[src/shared/osc_defines.vh]
// constants for the oversampling conversion control block
// assumes inclusion by bare name from hdl files
`ifndef OSC_DEFINES_VH
`define OSC_DEFINES_VH
`define OSC_CHANNELS      4
`define OSC_DATA_W        16
`define OSC_ACC_W         23
`define OSC_RATIO_W       3
`define OSC_RATIO_RESET   3'h0
`define OSC_RATIO_MAX     3'h6
// cycles per single converter sample while busy
`define OSC_SAMPLE_CYCLES 8'h0C
`endif

[src/hdl/osc_conversion_control.v]
// oversampling control and conversion timing for four channels
// every output is registered, with no combinational path to a pin
// assumes a converter core presenting one sample set per strobe on clk_sys,
// and pin inputs arriving asynchronously from the board
`timescale 1ns/1ps
`include "osc_defines.vh"

// Operation
// - ratio pins captured when busy falls
// - busy length grows with averaging ratio
// - reads during busy return previous results
// - output registers load when busy falls
// - averaging filter applied when ratio selected
// - reads allowed during conversion, any mode
module osc_conversion_control (
  // clock and reset
  input  wire                          clk_sys,
  input  wire                          rst,
  // pins from host
  input  wire [2:0]                    averaging_ratio_select,
  input  wire                          convert_start_first_half,
  input  wire                          convert_start_second_half,
  // converter core
  output reg                           sampleRequest,
  input  wire                          sampleValid,
  input  wire [4*`OSC_DATA_W-1:0]      sampleData,
  // status and results
  output reg                           busy,
  output reg  [2:0]                    averaging_ratio,
  output reg  [4*`OSC_DATA_W-1:0]      resultData
);

  // one-hot: a corrupted code falls into the default branch and idles
  localparam ST_IDLE = 3'b001;
  localparam ST_SAMP = 3'b010;
  localparam ST_WAIT = 3'b100;

  ////////////////////////////////////////////////////////////////////////////
  // three-stage pin synchronisers
  // start pair and ratio pins share one depth, so a code moved together
  // with the start is seen no later than the start itself
  reg [2:0] selS1, selS2, selS3;
  reg [1:0] cvS1, cvS2, cvS3;
  reg       startSeen;

  always @(posedge clk_sys) begin
    if (rst) begin
      selS1 <= 3'h0;
      selS2 <= 3'h0;
      selS3 <= 3'h0;
      cvS1  <= 2'h0;
      cvS2  <= 2'h0;
      cvS3  <= 2'h0;
    end else begin
      selS1 <= averaging_ratio_select;
      selS2 <= selS1;
      selS3 <= selS2;
      cvS1  <= {convert_start_second_half, convert_start_first_half};
      cvS2  <= cvS1;
      cvS3  <= cvS2;
    end
  end

  // both halves rise together when oversampling; a start counts only once
  // both halves are seen high, so a skewed pair still gives one conversion
  wire bothHigh  = (cvS2 == 2'h3) && (cvS3 == 2'h3);
  wire selStable = (selS2 == selS3);

  ////////////////////////////////////////////////////////////////////////////
  // sample count for a ratio code: 2^code, code 7 treated as none
  function [7:0] samplesFor;
    input [2:0] code;
    begin
      if (code > `OSC_RATIO_MAX)
        samplesFor = 8'h01;
      else
        samplesFor = 8'h01 << code;
    end
  endfunction

  // divide shift for the mean, kept in step with samplesFor
  function [2:0] shiftFor;
    input [2:0] code;
    begin
      if (code > `OSC_RATIO_MAX)
        shiftFor = 3'h0;
      else
        shiftFor = code;
    end
  endfunction

  ////////////////////////////////////////////////////////////////////////////
  // conversion sequencer
  reg [2:0]              state;
  reg [7:0]              samplesLeft;
  reg [7:0]              gapCount;
  reg                    armed;
  reg [4*`OSC_ACC_W-1:0] acc;
  wire                   lastSample = sampleValid && (samplesLeft == 8'h01);
  wire                   lastDone   = (state == ST_SAMP) && lastSample;
  // a start needs a fresh rise of both halves while idle; pins held high
  // through a whole conversion never start a second one
  wire                   startFire  = (state == ST_IDLE) && bothHigh
                                      && !startSeen && armed;

  ////////////////////////////////////////////////////////////////////////////
  // start detection
  always @(posedge clk_sys) begin
    if (rst) begin
      startSeen <= 1'b0;
      armed     <= 1'b1;
    end else begin
      startSeen <= bothHigh;
      if (startFire)
        armed <= 1'b0;
      else if ((state == ST_IDLE) && !bothHigh)
        armed <= 1'b1;
    end
  end

  ////////////////////////////////////////////////////////////////////////////
  // busy and sample timing
  always @(posedge clk_sys) begin
    if (rst) begin
      state           <= ST_IDLE;
      busy            <= 1'b0;
      sampleRequest   <= 1'b0;
      samplesLeft     <= 8'h00;
      gapCount        <= 8'h00;
    end else begin
      sampleRequest <= 1'b0;
      case (state)
        ST_IDLE: begin
          if (startFire) begin
            busy        <= 1'b1;
            // longer busy for higher ratio: one sample slot per average
            samplesLeft <= samplesFor(averaging_ratio);
            gapCount    <= `OSC_SAMPLE_CYCLES;
            state       <= ST_WAIT;
          end
        end

        ST_WAIT: begin
          if (gapCount == 8'h01) begin
            sampleRequest <= 1'b1;
            state         <= ST_SAMP;
          end else begin
            gapCount <= gapCount - 8'h01;
          end
        end

        ST_SAMP: begin
          if (sampleValid) begin
            samplesLeft <= samplesLeft - 8'h01;
            if (lastSample) begin
              busy  <= 1'b0;
              state <= ST_IDLE;
            end else begin
              gapCount <= `OSC_SAMPLE_CYCLES;
              state    <= ST_WAIT;
            end
          end
        end

        default: begin
          state <= ST_IDLE;
          busy  <= 1'b0;
        end
      endcase
    end
  end

  ////////////////////////////////////////////////////////////////////////////
  // ratio capture as busy drops; the new ratio serves the next conversion
  // pins are taken only when two synchroniser stages agree, so a code
  // still settling at that edge leaves the old ratio in force
  always @(posedge clk_sys) begin
    if (rst)
      averaging_ratio <= `OSC_RATIO_RESET;
    else if (lastDone && selStable)
      averaging_ratio <= selS3;
  end

  ////////////////////////////////////////////////////////////////////////////
  // per-channel averaging filter and output registers
  genvar ch;
  generate
    for (ch = 0; ch < `OSC_CHANNELS; ch = ch + 1) begin : gChan
      wire [`OSC_ACC_W-1:0]  accCh = acc[ch*`OSC_ACC_W +: `OSC_ACC_W];
      wire [`OSC_DATA_W-1:0] smp   = sampleData[ch*`OSC_DATA_W +: `OSC_DATA_W];
      // samples are two's complement; sign extend into the accumulator
      wire [`OSC_ACC_W-1:0]  smpX  = {{(`OSC_ACC_W-`OSC_DATA_W){smp[15]}},
                                      smp};
      wire [`OSC_ACC_W-1:0]  sum   = accCh + smpX;
      // arithmetic shift divides by the exact power-of-two count
      wire [`OSC_ACC_W-1:0]  mean  =
        $signed(sum) >>> shiftFor(averaging_ratio);

      // clearing on the last sample lets the next conversion start at zero
      always @(posedge clk_sys) begin
        if (rst) begin
          acc[ch*`OSC_ACC_W +: `OSC_ACC_W]         <= {`OSC_ACC_W{1'b0}};
          resultData[ch*`OSC_DATA_W +: `OSC_DATA_W] <= 16'h0000;
        end else if (state == ST_SAMP && sampleValid) begin
          if (lastSample) begin
            acc[ch*`OSC_ACC_W +: `OSC_ACC_W] <= {`OSC_ACC_W{1'b0}};
            // results only change as busy drops, so reads in flight
            // keep seeing the previous set
            resultData[ch*`OSC_DATA_W +: `OSC_DATA_W] <=
              mean[`OSC_DATA_W-1:0];
          end else begin
            acc[ch*`OSC_ACC_W +: `OSC_ACC_W] <= sum;
          end
        end
      end
    end
  endgenerate

endmodule

[config.mk]
export PLATFORM = sky130hd
export DESIGN_NAME = osc_conversion_control
export DESIGN_NICKNAME = d
export VERILOG_FILES = /design/src/hdl/osc_conversion_control.v
export VERILOG_INCLUDE_DIRS = /design/src /design/src/shared
export SDC_FILE = /design/constraint.sdc
export NUM_CORES = 1
export LEC_CHECK = 0
export ABC_CLOCK_PERIOD_IN_PS = 4300
export BUFFER_PORTS_ARGS = -buffer_cell sky130_fd_sc_hd__buf_2
export CAP_MARGIN = 40
export CORE_MARGIN = 1.5
export CORE_UTILIZATION = 55
export DETAILED_ROUTE_END_ITERATION = 10
export PLACE_DENSITY = 0.75
export SYNTH_ARGS = -nofsm -noshare
export SYNTH_HDL_FRONTEND = slang
export SYNTH_SLANG_ARGS = --single-unit
[constraint.sdc]
create_clock -name clk_sys -period 4.3 [get_ports clk_sys]
set_input_delay 0.215 -clock clk_sys [delete_from_list [all_inputs] [get_ports clk_sys]]
set_output_delay 0.215 -clock clk_sys [all_outputs]
set_load 0.05 [all_outputs]
# --- Word level (Yosys, flattened, before mapping) ---
# Cells that the tools add are included.
classes:
  n_mux: 26
  n_reduce_logical: 20
  div_mod_pow: 0
  mul: 0
  n_lt_le_gt_ge: 1
  addsub: 6
  n_eq_ne: 14
  shifts: 5
  n_bitwise: 1
ops:
  columns: ["cell", "count"]
  rows:
  - ["adder 23 bit", 4]
  - ["two-way mux 23 bit", 4]
  - [">>> shifter 23 x 3 -> 16 bit", 4]
  - ["two-way mux 8 bit", 7]
  - ["one-hot mux 8 bit (3 select lines)", 1]
  - ["equality test 8 x 1 -> 1 bit (second input constant)", 2]
  - ["one-hot mux 8 bit (2 select lines)", 1]
  - ["subtractor 8 x 1 -> 8 bit (second input constant)", 2]
  - ["two-way mux 3 bit", 5]
  - ["inequality test 2 bit (second input constant)", 6]
  - ["logical AND 1 bit", 9]
  - ["one-hot mux 3 bit (3 select lines)", 1]
  - ["left shift 1 x 3 -> 8 bit (first input constant)", 1]
  - ["two-way mux 1 bit", 6]
  - ["AND reduction 3 bit", 2]
  - ["AND reduction 5 bit", 1]
  - ["equality test 2 bit (second input constant)", 2]
  - ["AND reduction 4 bit", 1]
  - ["nonzero test 2 bit", 2]
  - ["equality test 3 x 1 -> 1 bit (second input constant)", 1]
  - ["equality test 3 x 2 -> 1 bit (second input constant)", 1]
  - ["equality test 3 bit", 1]
  - ["equality test 3 bit (second input constant)", 1]
  - ["greater-than comparator 3 bit (second input constant)", 1]
  - ["6 further kinds", 7]
word_totals:
  rom_bits: 0
  reg_bits: 197
  mem_count: 0
  latch_bits: 0
  ram_bits: 0
  input_bits: 72

# --- Longest topological paths before layout ---
depth:
  depth_word: 7
  depth_mapped: 12

# --- Worst setup path before layout ---
# Ideal clock, no wire load.
synth_path:
  kind: "register -> register"
  start: "register acc[0], in the netlist gChan[0].accCh[0]"
  end: "register resultData[11]"
  t_arrival_ns: 3.017
  setup_time_ns: 0.132
  path_stages_with_launch: 13
  path_slack_ns: 1.151
  required_ns: 4.168
  synth_period_minus_slack_ns: 3.149
  path_cell_list: "dfxtp_1 -> ha_1 -> fa_1 -> a211oi_1 -> o21ai_0 -> o21a_1 -> o2111ai_1 -> or3b_2 -> clkbuf_1 -> mux2i_1 -> o32ai_1 -> a2111oi_0 -> nor3_1"
synth_via:
  elab_chain_cells: 2
synth_lines:
  columns: ["element", "line", "source"]
  rows:
  - ["start: declaration", "osc_conversion_control.v:98", "reg [4*`OSC_ACC_W-1:0] acc;"]
  - ["start signal: indexed assignment", "osc_conversion_control.v:202", "acc[ch*`OSC_ACC_W +: `OSC_ACC_W] <= {`OSC_ACC_W{1'b0}};"]
  - ["start signal: indexed assignment", "osc_conversion_control.v:206", "acc[ch*`OSC_ACC_W +: `OSC_ACC_W] <= {`OSC_ACC_W{1'b0}};"]
  - ["start signal: indexed assignment", "osc_conversion_control.v:212", "acc[ch*`OSC_ACC_W +: `OSC_ACC_W] <= sum;"]
  - ["adder 23 bit", "osc_conversion_control.v:194", "wire [`OSC_ACC_W-1:0] sum = accCh + smpX;"]
  - [">>> shifter 23 x 3 -> 16 bit", "osc_conversion_control.v:197", "$signed(sum) >>> shiftFor(averaging_ratio);"]
  - ["end signal: indexed assignment", "osc_conversion_control.v:209", "resultData[ch*`OSC_DATA_W +: `OSC_DATA_W] <="]
  - ["end: declaration", "osc_conversion_control.v:30", "output reg [4*`OSC_DATA_W-1:0] resultData"]
# No other way between the ends.
# A chain may end at the register's enable or synchronous reset.

# --- Worst setup path in the final report ---
layout_path:
  start: "register acc[0], in the netlist gChan[0].accCh[0]"
  end: "register resultData[8]"
# The elaborated chain is that of the path after synthesis.

==> metrics <==
status=finished, final reports clean; metal2 WL=20.9 mm; Post-Synth Adder-Cell Area=8.63%; Syn Nets=2,047; Yosys reg bits=193; post-synthesis cell count=1,879; root buffer cell=clkbuf_16; Tcrit/Tclk final=82.7%; synthesized area=0.0143 mm^2; Post-synth EDFFs=0; Top delay family on crit path=compound AO/OA/AOI/OAI gates; Placement Setup Slack=0.757 ns; Initial Util=56.3%; DRT iter0 DRCs=1,466; Post-Syn Area per Cell=7.59 um^2; I/O pins=141; CP Launch Type=flip-flop; ant diodes=0; main flop type after synthesis=dfxtp_1; area grow syn2layout=11.6%; Critical Path End Type=flip-flop; CTS H-tree depth=4; Port Buffers=140; Layout Cells excl Fill=2,299; Final Hold Vio Count=0; FILL cells=2,288; met3 wire length=4.56 mm; Metal-1 WL=19.3 mm; max_cap viols=0; final setup fails=0; vias in the first global route=14.2k; Vias=15.0k; slack of the worst reg-to-reg path=0.74 ns; mux cell area share after synthesis=3.64%; commonest non-fill, non-tap cell in the layout=nor2_1; Die ar.=0.0269 mm^2; HP Class=in -> reg; Final TNS setup=0 ns; total CTS buffers=17; Unique masters post-synth=84; All-Layer GR Usage=34.4%; RSZ-0062 raised after global routing=false; routability-driven placement congestion ratio=0.987; Clock transition at path regs=0.08 ns; CP cell instances=ha_1, fa_1, a211oi_1, o21ai_0, o2111a_1, a211oi_1, nor2_1, a21oi_1, a211oi_1, a2111oi_0, nor3_1; hold slack=0.0134 ns; Hold-fix buffers, CTS=4; Post-Synth XOR/XNOR Area=4.48%; largest net degree at the start of global routing=70; layout cell share with drive strength beyond 1=13.0%; drt wl/cell=20.3 um; post-route cell area=0.0159 mm^2; clk sinks=193; Post-DP HPWL=33.3 mm; CTS tree=yes; initial antenna violation count=0; max incr delay on CP=0.63 ns; CP arrival=3.87 ns; Vias/cell=6.55; final net count=2,124; highest routed layer=met4; Yosys warnings=0; Routed WL=46.6 mm; pwr dens=287 mW/mm^2; total grt overflow=0; P_leak=6.88 nW; die extent in x=164 um; post-synthesis sequential area ratio=27.1%; crit-path max FO=6; Critical path buffers and inverters=0; drt first pass iters=6; Crit path top cell by count=a211oi_1; dpl cells=2,262; core area=0.0253 mm^2; Setup CP Type=reg -> reg; Synth Area in Compound Gates=29.8%; Max Transition Viols Final=0; number of nets with antenna violations after routing=0; worst endpoint required time=4.62 ns; num rows=58; Post-Synth Simple-Gate Area=22.1%; Max-slew headroom=32.5%; main combinational cell family by area after synthesis=compound AO/OA/AOI/OAI gates; fmax=281 MHz; CTS max path bufs=2; latest clock arrival within the worst-skew pair=0.45 ns; most frequent cells in the layout=nor2_1 (273), dfxtp_1 (193), nand2_1 (170); residual DRC count=0; min Tclk post-route=3.56 ns; first-pass GRT wire length=73.3 mm; Post-CTS Resized=0; clock skew=0.0142 ns; placed instance area=0.0152 mm^2; Worst Tran Pin Value=1.00 ns; Peak VDD IR=240 uV; fraction of registers with async set/reset=0%; critical path's slowest cell=a211oi_1; final setup margin=0.744 ns; die height=164 um; post-CTS setup buffer count=0
report_power, final:
part,switching [mW],internal (mW)
logic,0.566,0.372
registers,0.0563,1.85
clock network,0.865,0.850
state kept, by name (all words and copies together), names as in the netlist:
name             flops
busy                 1
averaging_ratio      3
gapCount             8
startSeen            1
selS3                3
cvS1                 2
samplesLeft          8
gChan.accCh         88
sampleRequest        1
state                3
selS2                3
resultData          64
cvS2                 2
armed                1
cvS3                 2
selS1                3
Yosys cell counts, drive strengths merged, types with 14 or more instances:
library cell	number	share of area, %
o21bai	15	0.79
o211ai	31	1.6
a21o	43	2.3
mux2i	29	2.0
a31oi	20	0.88
dfxtp	193	27
xor2	30	1.8
a311oi	14	0.86
xnor2	43	2.6
o21ai	95	3.3
a211oi	53	2.8
a21oi	155	5.4
clkbuf	93	2.4
a221oi	18	1.2
ha	92	8.1
nor2	277	7.3
nand2	173	4.6
a22oi	58	3.1
nand3	49	1.7
nor2b	25	1.1
buf	26	1.0
inv	30	0.79
and3	19	0.83
and2	21	0.94
nor3	64	2.2
worst register-to-register path: cells and delay by family, from the launching register on:
family | cells | cell delay [ns]
AND/OR/NAND/NOR | 2 | 0.16
flip-flops | 1 | 0.32
AO/OA/AOI/OAI | 7 | 2.31
adder cells (fa/ha/maj) | 2 | 0.65
final timing paths:
kind | cells past startpoint | start | to
setup / recovery | 11 | gChan[0].accCh[0] | resultData[8]
hold / removal | 2 | averaging_ratio_select[0] | selS1[0]
setup reg to reg | 11 | gChan[0].accCh[0] | resultData[8]
hold reg to reg | 1 | cvS1[1] | cvS2[1]
logic make-up (layout without fill, tap and decap cells):
logic type      Yosys count  after routing
buf+inv                 149            239
fa+ha+maj                96             96
xor+xnor                 73             73
simple gates            698            698
flops                   193            193
mux                      45             45
compound gates          625            625
metal layers:
metal	GRT usage [%]	vias up
li1	-	7120
met1	43.5	7039
met2	55.9	752
met3	8.54	137
met4	14.3	0
met5	0	-
stage by stage:
| step | power, mW | util [%] |
|---|---|---|
| floorplan | 2.63 | - |
| global placement | 2.84 | 60.1 |
| detailed placement | 2.86 | 60.1 |
| CTS | 4.56 | 62.8 |
| global route | 4.77 | 62.8 |
| finish | 4.56 | 62.8 |
layout make-up:
cell class	instances	area (um^2)	area share (%)
Tap cell	330	413	2.60
Clock inverter	15	216	1.36
Inverter	30	113	0.708
Clock buffer	17	425	2.67
Multi-Input combinational cell	1537	9830	61.8
Timing Repair Buffer	177	1040	6.54
Sequential cell	193	3860	24.3
Power figures use the tool's default switching activity.
